File: src/inc/rrc_pkg.sv
// constants and types for the relay-remote command decoder
package rrc_pkg;
  localparam int CLK_HZ = 25000000;
  localparam int DEBOUNCE_MS = 100;
  localparam int GAP_MS = 10000;
  localparam int WD_MS = 1000;
  localparam int DEBOUNCE_CYC = CLK_HZ / 1000 * DEBOUNCE_MS;
  localparam int GAP_CYC = CLK_HZ / 1000 * GAP_MS;
  localparam int WD_CYC = CLK_HZ / 1000 * WD_MS;
  localparam int CNT_W = 28;
  localparam int LINES = 4;
  // change patterns, bit 3 down to bit 0
  localparam logic [3:0] PAT_START = 4'hf;
  localparam logic [3:0] PAT_EXEC = 4'hc;
  localparam logic [3:0] PAT_AUTO = 4'h2;
  localparam logic [3:0] PAT_REMOTE = 4'h1;
  localparam logic [3:0] PAT_BMOD = 4'hd;
  localparam logic [3:0] PAT_BDEMOD = 4'h9;
  localparam logic [3:0] PAT_TGT1 = 4'h1;
  localparam logic [3:0] PAT_TGT2 = 4'h2;
  localparam logic [3:0] PAT_TGT3 = 4'h3;
  localparam logic [3:0] PAT_TGT4 = 4'h4;
  localparam logic [3:0] LINES_IDLE = 4'hf;
  // register byte offsets
  localparam logic [7:0] OFS_STATUS = 8'h00;
  localparam logic [7:0] OFS_CTRL = 8'h04;
  localparam logic [7:0] OFS_COUNT = 8'h08;
  // status fields
  localparam int ST_REMOTE = 0;
  localparam int ST_SEQ = 1;
  localparam int ST_LINES = 4;
  localparam int ST_MOD = 8;
  localparam int ST_DMD = 12;
  localparam int ST_LAST = 16;
  localparam int ST_CTRL_OK = 20;
  // control fields
  localparam int CT_KICK = 0;
  typedef enum logic [1:0] {SQ_IDLE, SQ_CMD, SQ_TGT, SQ_EXE} rrc_seq_e;
  typedef enum logic [1:0] {CM_AUTO, CM_REMOTE, CM_BMOD, CM_BDEMOD} rrc_cmd_e;
endpackage

File: src/rtl/rrc_decoder.sv
// relay-remote command decoder with fault and online-status relays
`timescale 1ns/10ps
`default_nettype none
module rrc_decoder #(
  parameter int DEBOUNCE_CYC = rrc_pkg::DEBOUNCE_CYC,
  parameter int GAP_CYC = rrc_pkg::GAP_CYC,
  parameter int WD_CYC = rrc_pkg::WD_CYC
) (
  input wire logic clk_i,
  input wire logic rst_i,
  input wire logic cmd_input_bit3_i,
  input wire logic cmd_input_bit2_i,
  input wire logic cmd_input_bit1_i,
  input wire logic cmd_input_bit0_i,
  input wire logic backup_fail_i,
  input wire logic comm_fail_i,
  input wire logic config_fail_i,
  input wire logic setup_fail_i,
  input wire logic [3:0] dmd_active_i,
  input wire logic [3:0] dmd_carrier_loss_i,
  input wire logic wb_cyc_i,
  input wire logic wb_stb_i,
  input wire logic wb_we_i,
  input wire logic [7:0] wb_adr_i,
  input wire logic [3:0] wb_sel_i,
  input wire logic [31:0] wb_dat_i,
  output logic [31:0] wb_dat_o,
  output logic wb_ack_o,
  output logic ctrl_fault_relay_o,
  output logic sys_fault_relay_o,
  output logic dmd_sig_fault_relay_o,
  output logic [3:0] mod_online_relay_o,
  output logic [3:0] dmd_online_relay_o,
  output logic remote_mode_o
);
  localparam int CW = rrc_pkg::CNT_W;

  if (DEBOUNCE_CYC < 1 || DEBOUNCE_CYC >= 2 ** CW) begin : g_chk_deb
    $error("debounce count out of range");
  end
  if (GAP_CYC < 1 || GAP_CYC >= 2 ** CW) begin : g_chk_gap
    $error("gap count out of range");
  end
  if (WD_CYC < 1 || WD_CYC >= 2 ** CW) begin : g_chk_wd
    $error("monostable count out of range");
  end

  localparam logic [CW-1:0] DEB_LAST = CW'(DEBOUNCE_CYC - 1);
  localparam logic [CW-1:0] GAP_LAST = CW'(GAP_CYC - 1);
  localparam logic [CW-1:0] WD_LOAD = CW'(WD_CYC);

  typedef struct packed {
    logic [3:0] s1;
    logic [3:0] s2;
    logic [3:0] s3;
    logic [3:0] acc;
    logic [3:0] pend;
    logic [CW-1:0] deb_cnt;
    logic word_ev;
    logic [3:0] word_pat;
    logic [3:0] last_pat;
    rrc_pkg::rrc_seq_e seq;
    rrc_pkg::rrc_cmd_e cmd;
    logic [3:0] tgt;
    logic [CW-1:0] gap_cnt;
    logic remote;
    logic [3:0] mod_on;
    logic [3:0] dmd_on;
    logic [CW-1:0] wd_cnt;
    logic sys_rel;
    logic dsf_rel;
    logic ack;
    logic [31:0] rdat;
    logic [7:0] exec_cnt;
  } rrc_state_s;

  rrc_state_s r;
  rrc_state_s next_r;

  // one-hot prime for a target pattern, zero when not a target
  function automatic logic [3:0] tgt_decode(input logic [3:0] pat);
    case (pat)
      rrc_pkg::PAT_TGT1: tgt_decode = 4'h1;
      rrc_pkg::PAT_TGT2: tgt_decode = 4'h2;
      rrc_pkg::PAT_TGT3: tgt_decode = 4'h4;
      rrc_pkg::PAT_TGT4: tgt_decode = 4'h8;
      default: tgt_decode = 4'h0;
    endcase
  endfunction

  logic [3:0] lines;
  logic [3:0] new_pat;
  logic new_word;
  logic wb_req;
  logic kick;
  logic [31:0] status;

  // pulled-up lines read high when open
  assign lines = {cmd_input_bit3_i, cmd_input_bit2_i, cmd_input_bit1_i, cmd_input_bit0_i};
  assign new_pat = r.s3 ^ r.acc;
  assign new_word = r.word_ev && (r.word_pat != r.last_pat);
  assign wb_req = wb_cyc_i && wb_stb_i && !r.ack;
  assign kick = wb_req && wb_we_i && wb_sel_i[0] && (wb_adr_i == rrc_pkg::OFS_CTRL)
    && wb_dat_i[rrc_pkg::CT_KICK];

  always_comb begin
    status = 32'h0;
    status[rrc_pkg::ST_REMOTE] = r.remote;
    status[rrc_pkg::ST_SEQ +: 2] = r.seq;
    status[rrc_pkg::ST_LINES +: 4] = r.acc;
    status[rrc_pkg::ST_MOD +: 4] = r.mod_on;
    status[rrc_pkg::ST_DMD +: 4] = r.dmd_on;
    status[rrc_pkg::ST_LAST +: 4] = r.last_pat;
    status[rrc_pkg::ST_CTRL_OK] = (r.wd_cnt != '0);
  end

  always_comb begin
    next_r = r;
    next_r.s1 = lines;
    next_r.s2 = r.s1;
    next_r.s3 = r.s2;
    next_r.word_ev = 1'b0;
    // debounce: a change counts once the second and third stages agree and hold it for DEBOUNCE_CYC cycles
    if (r.s2 != r.s3 || r.s3 == r.acc) begin
      next_r.deb_cnt = '0;
      next_r.pend = r.acc;
    end else if (r.s3 != r.pend) begin
      next_r.deb_cnt = '0;
      next_r.pend = r.s3;
    end else if (r.deb_cnt == DEB_LAST) begin
      next_r.deb_cnt = '0;
      next_r.acc = r.pend;
      next_r.word_ev = 1'b1;
      next_r.word_pat = new_pat;
    end else begin
      next_r.deb_cnt = r.deb_cnt + 1'b1;
    end
    // gap timer between words
    if (r.seq == rrc_pkg::SQ_IDLE || new_word) begin
      next_r.gap_cnt = '0;
    end else begin
      next_r.gap_cnt = r.gap_cnt + 1'b1;
    end
    if (new_word) begin
      // RZ return repeats the pattern and is dropped by the repeat check
      next_r.last_pat = r.word_pat;
      if (r.word_pat == rrc_pkg::PAT_START) begin
        next_r.seq = rrc_pkg::SQ_CMD;
      end else begin
        next_r.seq = rrc_pkg::SQ_IDLE;
        case (r.seq)
          rrc_pkg::SQ_CMD: begin
            case (r.word_pat)
              rrc_pkg::PAT_AUTO: begin
                next_r.cmd = rrc_pkg::CM_AUTO;
                next_r.seq = rrc_pkg::SQ_EXE;
              end
              rrc_pkg::PAT_REMOTE: begin
                next_r.cmd = rrc_pkg::CM_REMOTE;
                next_r.seq = rrc_pkg::SQ_EXE;
              end
              rrc_pkg::PAT_BMOD: begin
                next_r.cmd = rrc_pkg::CM_BMOD;
                next_r.seq = rrc_pkg::SQ_TGT;
              end
              rrc_pkg::PAT_BDEMOD: begin
                next_r.cmd = rrc_pkg::CM_BDEMOD;
                next_r.seq = rrc_pkg::SQ_TGT;
              end
              default: next_r.seq = rrc_pkg::SQ_IDLE;
            endcase
          end
          rrc_pkg::SQ_TGT: begin
            if (r.word_pat == rrc_pkg::PAT_EXEC) begin
              next_r.exec_cnt = r.exec_cnt + 1'b1;
              if (r.remote && r.cmd == rrc_pkg::CM_BMOD) begin
                next_r.mod_on = 4'h0;
              end
              if (r.remote && r.cmd == rrc_pkg::CM_BDEMOD) begin
                next_r.dmd_on = 4'h0;
              end
            end else if (tgt_decode(r.word_pat) != 4'h0) begin
              next_r.tgt = tgt_decode(r.word_pat);
              next_r.seq = rrc_pkg::SQ_EXE;
            end
          end
          rrc_pkg::SQ_EXE: begin
            if (r.word_pat == rrc_pkg::PAT_EXEC) begin
              next_r.exec_cnt = r.exec_cnt + 1'b1;
              case (r.cmd)
                rrc_pkg::CM_REMOTE: next_r.remote = 1'b1;
                rrc_pkg::CM_AUTO: next_r.remote = 1'b0;
                rrc_pkg::CM_BMOD: begin
                  if (r.remote) begin
                    next_r.mod_on = r.tgt;
                  end
                end
                default: begin
                  if (r.remote) begin
                    next_r.dmd_on = r.tgt;
                  end
                end
              endcase
            end
          end
          default: next_r.seq = rrc_pkg::SQ_IDLE;
        endcase
      end
    end else if (r.seq != rrc_pkg::SQ_IDLE && r.gap_cnt == GAP_LAST) begin
      next_r.seq = rrc_pkg::SQ_IDLE;
      next_r.last_pat = 4'h0;
    end
    // controller monostable, retriggered by software
    if (kick) begin
      next_r.wd_cnt = WD_LOAD;
    end else if (r.wd_cnt != '0) begin
      next_r.wd_cnt = r.wd_cnt - 1'b1;
    end
    next_r.sys_rel = backup_fail_i || comm_fail_i || config_fail_i || setup_fail_i;
    next_r.dsf_rel = (dmd_active_i != 4'h0)
      && ((dmd_carrier_loss_i & dmd_active_i) == dmd_active_i);
    // wishbone slave, one wait state
    next_r.ack = wb_req;
    next_r.rdat = 32'h0;
    if (wb_req && !wb_we_i) begin
      case (wb_adr_i)
        rrc_pkg::OFS_STATUS: next_r.rdat = status;
        rrc_pkg::OFS_COUNT: next_r.rdat = {24'h0, r.exec_cnt};
        default: next_r.rdat = 32'h0;
      endcase
    end
  end

  always_ff @(posedge clk_i) begin
    if (rst_i) begin
      r <= '0;
      r.s1 <= rrc_pkg::LINES_IDLE;
      r.s2 <= rrc_pkg::LINES_IDLE;
      r.s3 <= rrc_pkg::LINES_IDLE;
      r.acc <= rrc_pkg::LINES_IDLE;
      r.pend <= rrc_pkg::LINES_IDLE;
    end else begin
      r <= next_r;
    end
  end

  assign wb_ack_o = r.ack;
  assign wb_dat_o = r.rdat;
  assign ctrl_fault_relay_o = (r.wd_cnt != '0);
  assign sys_fault_relay_o = r.sys_rel;
  assign dmd_sig_fault_relay_o = r.dsf_rel;
  assign mod_online_relay_o = r.mod_on;
  assign dmd_online_relay_o = r.dmd_on;
  assign remote_mode_o = r.remote;
endmodule
`default_nettype wire

File: config.mk
export PLATFORM = sky130hd
export DESIGN_NAME = rrc_decoder
export DESIGN_NICKNAME = d
export VERILOG_FILES = /design/src/inc/rrc_pkg.sv /design/src/rtl/rrc_decoder.sv
export SDC_FILE = /design/constraint.sdc
export NUM_CORES = 1
export LEC_CHECK = 0
export ABC_AREA = 0
export BUFFER_PORTS_ARGS = -buffer_cell sky130_fd_sc_hd__buf_2
export CAP_MARGIN = 30
export CORE_AREA = 8 8 129 131
export CTS_CLUSTER_DIAMETER = 150
export DETAILED_ROUTE_END_ITERATION = 8
export DIE_AREA = 0 0 137 139
export PLACE_DENSITY = 0.75
export SLEW_MARGIN = 20
export SYNTH_ARGS = -nofsm -noshare
export SYNTH_HDL_FRONTEND = slang
export SYNTH_SLANG_ARGS = --single-unit
File: constraint.sdc
create_clock -name clk_i -period 2.1 [get_ports clk_i]
set_input_delay 0.315 -clock clk_i [delete_from_list [all_inputs] [get_ports clk_i]]
set_output_delay 0.315 -clock clk_i [all_outputs]
set_load 0.02 [all_outputs]
After elaboration in Yosys (flattened, before gate mapping)
Index checks and enable logic that the tools add are counted.

Register bits: 173.

Add/subtract/negate cells: 4. Equality and inequality tests: 30. Mux-type cells: 30. Bitwise gates (word level): 7. Reduce and logical (&&, ||, !) cells: 48.

Operator list (count): $add 28x1->28 const B (2); $mux 28 (2); $mux 25 (2); $pmux 21 s2 (1); $mux 4 (10); $mux 32 (1); $eq 28x22->1 const B (1); $eq 28x28->1 const B (1); $reduce_bool 28->1 (1); $sub 28x1->28 const B (1); $eq 4x4->1 const B (4); $mux 8 (2); $pmux 4 s4 (1); $pmux 8 s2 (1); $reduce_and 8->1 (2); $ne 2x2->1 const B (7); $logic_and 1x1->1 (12); $mux 6 (2); $ne 4x4->1 (3); $reduce_bool 2->1 (6); $reduce_bool 4->1 (3); $reduce_or 2->1 (6); $reduce_and 5->1 (2); $add 8x1->8 const B (1); other kinds (24) (45).

Depth between registers and ports, before layout
Depth in word-level cells: 12. Mapped depth: 8. Gate-level depth less buffers: 7.

Worst setup path before layout
Ideal clock, no wire load.

Path kind: register -> register. Start: register r[125] (netlist bit). End: register r[145] (netlist bit). Library setup time: 0.117 ns. Arrival: 1.918 ns. Required time: 1.983 ns. Path slack: 0.065 ns. Cell stages (with the launch flop): 9. Path buffers: 2. Cells stage by stage: dfxtp_1 ha_1 and3_1 nand3_1 nor4_1 or3_1 buf_2 buf_2 nor2_1.

Word-level cells in the longest chain between the ends: 2. Elaborated cells on any way between the ends: 3.

RTL lines: from (decl) (RTL line rrc_decoder.sv:77) `rrc_state_s r;`; from (signal assigned) (RTL line rrc_decoder.sv:243) `r <= next_r;`; branches (longest 2 deep; another with $add 28x1->28).

Several ways; the timed one is not identified. A chain may end at the register's enable or synchronous reset.

Worst setup path after layout
Start: register r[58] (netlist bit). End: output port ctrl_fault_relay_o.

Word-level cells in the longest chain between the ends: 1.

RTL lines: $reduce_bool 28->1 (RTL line rrc_decoder.sv:249) `assign ctrl_fault_relay_o = (r.wd_cnt != '0);`; to (decl) (RTL line rrc_decoder.sv:29) `output logic ctrl_fault_relay_o,`.

No other way between the ends.

==> impl_results.rst <==
.. list-table::
   :header-rows: 1

   * - Metric
     - Value
   * - Power per Cell Area
     - roughly 1100 nW/um^2
   * - Number of input and output port buffers inserted
     - 64
   * - Standby leakage power
     - between 3 and 4 nW
   * - Stage delay of the slowest cell on the critical path
     - roughly 0.55 ns
   * - Timing-limited maximum frequency
     - roughly 470 MHz
   * - Inst Count DP
     - 1,069
   * - Die height
     - ~140 um
   * - Area occupied by multi-input gates
     - around 3800 um^2
   * - Commonest cells in the netlist
     - sky130_fd_sc_hd__dfxtp_1, sky130_fd_sc_hd__nor2_1, sky130_fd_sc_hd__xor2_1
   * - Type of the tightest min-delay check
     - input pin to flop
   * - Post-detailed-placement half-perimeter wirelength
     - about 11,000 um
   * - Family of cells with the greatest summed delay on the critical path
     - simple AND/OR/NAND/NOR gates
   * - Final cell utilization of the core
     - between 50 and 60%
   * - Placement row count
     - between 40 and 50
   * - TritonRoute pass-1 iters
     - 5
   * - Ranking of synthesized cells by area
     - sky130_fd_sc_hd__dfxtp_1, sky130_fd_sc_hd__xor2_1, sky130_fd_sc_hd__nor2_1, sky130_fd_sc_hd__buf_4, sky130_fd_sc_hd__mux2i_1
   * - Worst supply voltage drop on vdd
     - 0.0009160 V
   * - Clock insertion delay at the later pin of the skew report
     - approximately 0.42 ns
   * - Critical-path cell list
     - or4_4 > nor2_4 > and4_4 > inv_6 > buf_6
   * - CTS sink cnt
     - roughly 160
   * - Failing checks
     - negative setup slack
   * - Setup Viol. Count Final
     - 1
   * - Number of enable flip-flop cells after synthesis
     - 0
   * - Number of diodes
     - 0
   * - Synth top area share
     - 43.87%
   * - CTS buffer count
     - 17
   * - Startpoint type of the worst setup path
     - flop
   * - Number of cells traversed by the worst register-to-register path
     - 8
   * - Worst clock skew on the final layout
     - around 0.010 ns
   * - Via count of the first global-routing pass
     - ~5,500
   * - Fraction of the yosys area taken by sequential cells
     - roughly 44%
   * - Clock root buffer master
     - sky130_fd_sc_hd__clkbuf_16
   * - 1st-iter DRT viols
     - between 300 and 400
   * - R2r startpoint
     - r[44]
   * - Area of the core
     - 14,750 um^2
   * - Synth warnings
     - 0
   * - Tot GR Track Use
     - about 16%
   * - Fillers
     - approximately 1,300
   * - Cell type contributing the most total cell area after synthesis
     - sky130_fd_sc_hd__dfxtp_1
   * - Finished layout cell area
     - just under 9000 um^2
   * - Required time of the worst setup path
     - around 1.8 ns
   * - Number of distinct library cells after synthesis
     - 61
   * - Min-Delay Path Depth
     - 2
   * - Die area
     - around 19,000 um^2
   * - Number of primary I/O pins
     - 110
   * - Longest Clk Path Bufs
     - 2
   * - Via-to-Cell Ratio
     - between 5 and 6
   * - Final worst slack
     - -0.02527 ns
   * - Most instantiated flip-flop cell in the synthesis netlist
     - sky130_fd_sc_hd__dfxtp_1
   * - Post-DR wirelength/cell
     - between 10 and 15 um
   * - Avg Synthesized Cell Area
     - between 8 and 9 um^2
   * - Worst Path Class, Setup
     - flop to output pin
   * - Routed Antenna Nets
     - 0
   * - Post-layout min period
     - roughly 2.1 ns
   * - Proportion of synthesized flip-flops having asynchronous set or reset
     - 0%
   * - Type of element capturing the critical path
     - output pin
   * - Synthesized flop and latch total
     - about 160
   * - TritonCTS clock tree
     - yes
   * - Max-cap check violation count
     - 0
   * - RSZ-0062 raised after global routing
     - true
   * - FF+latch area
     - 3257 um^2
   * - Drt total wl
     - around 15,000 um
   * - Level count of the clock H-tree
     - 4
   * - Max-slew violations
     - 0
   * - Die Wd
     - around 140 um
   * - Pin count of the biggest net entering global routing
     - 40
   * - Via Count
     - about 5,900
   * - Endpoint of the worst register-to-register path
     - r[66]
   * - Layout cell share with drive strength beyond 1
     - between 20% and 30%
   * - R2R Setup Slk
     - ~0.050 ns
   * - Hold bufs inserted after CTS
     - 0
   * - Remaining DRCs
     - 0
   * - Crit path buffers/inverters
     - 2
   * - Run status
     - complete, but fails checks
   * - Cell count after synthesis
     - 825
   * - Cell Area, Synth
     - about 7400 um^2
   * - Area Growth Syn to Fin
     - 18.70%
   * - Number of endpoints with negative hold slack in the final report
     - 0
   * - Global-route wire length before repair
     - approximately 25,000 um
   * - Worst max-slew margin expressed relative to the limit
     - 60.75%
   * - Antenna violations before repair
     - 0
   * - Total number of nets in the final design
     - 980
   * - Fraction of the cycle the final worst path needs
     - 101.2%
   * - Clock transition at path regs
     - 0.06 ns
   * - Most common cell in the netlist
     - sky130_fd_sc_hd__dfxtp_1
   * - Start point of the worst hold path
     - cmd_input_bit0_i
   * - Effective utilization at floorplan
     - approximately half
   * - Data arrival, critical path
     - 1.81 ns
   * - Remaining global-route overflow
     - 0
   * - Slew @ Worst Pin
     - approximately 0.6 ns
   * - Sink of the worst hold path
     - next_r[165]
   * - Final RePlAce weighted congestion
     - just over 0.8
   * - Worst-path fanout max
     - 2
   * - Final cell count without fillers
     - about 1,100
   * - Placed standard-cell area
     - approximately 8000 um^2
   * - Master of the slowest instance on the critical path
     - sky130_fd_sc_hd__or4_4
## cells by family after synthesis
group / Yosys count / synth area share [%]
and+or+nand+nor: 367 / 26.93
DFF: 162 / 43.87
AOI/OAI and AO/OA: 96 / 8.767
buffers and inverters: 92 / 6.854
xor gates and xnor gates: 74 / 8.766
muxes: 24 / 3.249
adders and majority gates: 9 / 1.523
other: 1 / 0.05072
## cell usage in the layout (no fill, tap or decap), types with 7 or more instances in the layout
cell / synthesis / routed
sky130_fd_sc_hd__xor2_1: 53 / 53
sky130_fd_sc_hd__or4_1: 16 / 11
sky130_fd_sc_hd__nand2_1: 35 / 35
sky130_fd_sc_hd__mux2i_1: 24 / 24
sky130_fd_sc_hd__xnor2_1: 21 / 21
sky130_fd_sc_hd__o21ai_0: 10 / 10
sky130_fd_sc_hd__and3_1: 12 / 11
sky130_fd_sc_hd__buf_2: 9 / 63
sky130_fd_sc_hd__o31ai_1: 11 / 11
sky130_fd_sc_hd__nand4_1: 27 / 27
sky130_fd_sc_hd__or2_2: 14 / 14
sky130_fd_sc_hd__dfxtp_2: 0 / 11
sky130_fd_sc_hd__buf_4: 40 / 59
sky130_fd_sc_hd__inv_1: 16 / 15
sky130_fd_sc_hd__or3_1: 16 / 16
sky130_fd_sc_hd__dfxtp_1: 162 / 151
sky130_fd_sc_hd__conb_1: 1 / 11
sky130_fd_sc_hd__nor3_1: 11 / 11
sky130_fd_sc_hd__nand3_1: 40 / 40
sky130_fd_sc_hd__nor2_1: 112 / 111
sky130_fd_sc_hd__and4_1: 9 / 8
sky130_fd_sc_hd__nand2b_1: 7 / 7
sky130_fd_sc_hd__clkbuf_16: 0 / 17
sky130_fd_sc_hd__a31oi_1: 11 / 11
sky130_fd_sc_hd__a21oi_1: 33 / 31
sky130_fd_sc_hd__and2_1: 20 / 20
sky130_fd_sc_hd__nor4_1: 12 / 9
## per-stage QoR
| step | setup TNS [ns] | hold WS (ns) | total power, mW | worst slack (ns) |
|---|---|---|---|---|
| floorplan | 0 | 0.3895 | 5.443 | 0.06468 |
| global placement | 0 | 0.4097 | 6.159 | 0.06369 |
| detailed placement | -0.02309 | 0.4130 | 6.238 | -0.02309 |
| CTS | -0.05251 | 0.05384 | 9.506 | -0.05251 |
| global route | -0.07462 | 0.06280 | 10.16 | -0.06322 |
| finish | -0.02527 | 0.06823 | 9.673 | -0.02527 |
## worst register-to-register path: stages (launching register included)
cell and delay (ns):
sky130_fd_sc_hd__dfxtp_2 0.34, sky130_fd_sc_hd__inv_1 0.06, sky130_fd_sc_hd__ha_2 0.17, sky130_fd_sc_hd__and4bb_2 0.23
sky130_fd_sc_hd__and4_4 0.21, sky130_fd_sc_hd__buf_4 0.15, sky130_fd_sc_hd__buf_4 0.15, sky130_fd_sc_hd__or4_4 0.51
sky130_fd_sc_hd__mux2i_1 0.12
## per-layer routing
layer / part of all wire, % / up-vias / global-route usage (%) / routed length (um)
li1: - / 3021 / - / -
met1: 46 / 2751 / 19.91 / 7128
met4: 2.2 / 0 / 7.208 / 333
met3: 4.0 / 25 / 3.514 / 623
met2: 48 / 113 / 25.90 / 7347
met5: 0 / - / 0 / 0
## worst max-delay path by stage
stage	start	cells after the start	end	slack, ns
2_1_floorplan	r[125]	8	r[145]	0.06
3_3_place_gp	r[114]	8	r[114]	0.06
3_5_place_dp	r[114]	8	r[114]	-0.02
4_1_cts	r[55]	5	ctrl_fault_relay_o	-0.05
5_1_grt	r[58]	5	ctrl_fault_relay_o	-0.06
6_report	r[58]	5	ctrl_fault_relay_o	-0.03
## repair_timing
action | 4_1_cts | 5_1_grt
pin swaps | 3 | 18
setup endpoints to repair | 2 | 28
gates cloned | 0 | 0
resized for setup | 15 | 30
buffers inserted | 3 | 3
## flip-flops by register name, summed over array words and instances, names as in the netlist
register / count
r: 121
wb_dat_o: 21
next_r: 8
dmd_online_relay_o: 4
mod_online_relay_o: 4
dmd_sig_fault_relay_o: 1
remote_mode_o: 1
sys_fault_relay_o: 1
wb_ack_o: 1
## cell type report
cell class                      instances  share of cell area (%)
Tap cell                              188                   2.680
Clock buffer                           21                   5.247
Inverter                               17                  0.7841
Clock inverter                         10                   1.383
Sequential cell                       162                   37.11
Multi-Input combinational cell        581                   43.31
Timing Repair Buffer                  127                   9.481
## report_power, final
part | total, mW | leakage (nW) | switching, mW | internal (mW)
clock network | 3.04 | 0.285 | 1.22 | 1.82
registers | 3.61 | 1.32 | 0.262 | 3.34
logic | 3.03 | 1.84 | 1.58 | 1.45
total | 9.67 | 3.44 | 3.06 | 6.61
Note: power is estimated with default switching activity, not from simulation.
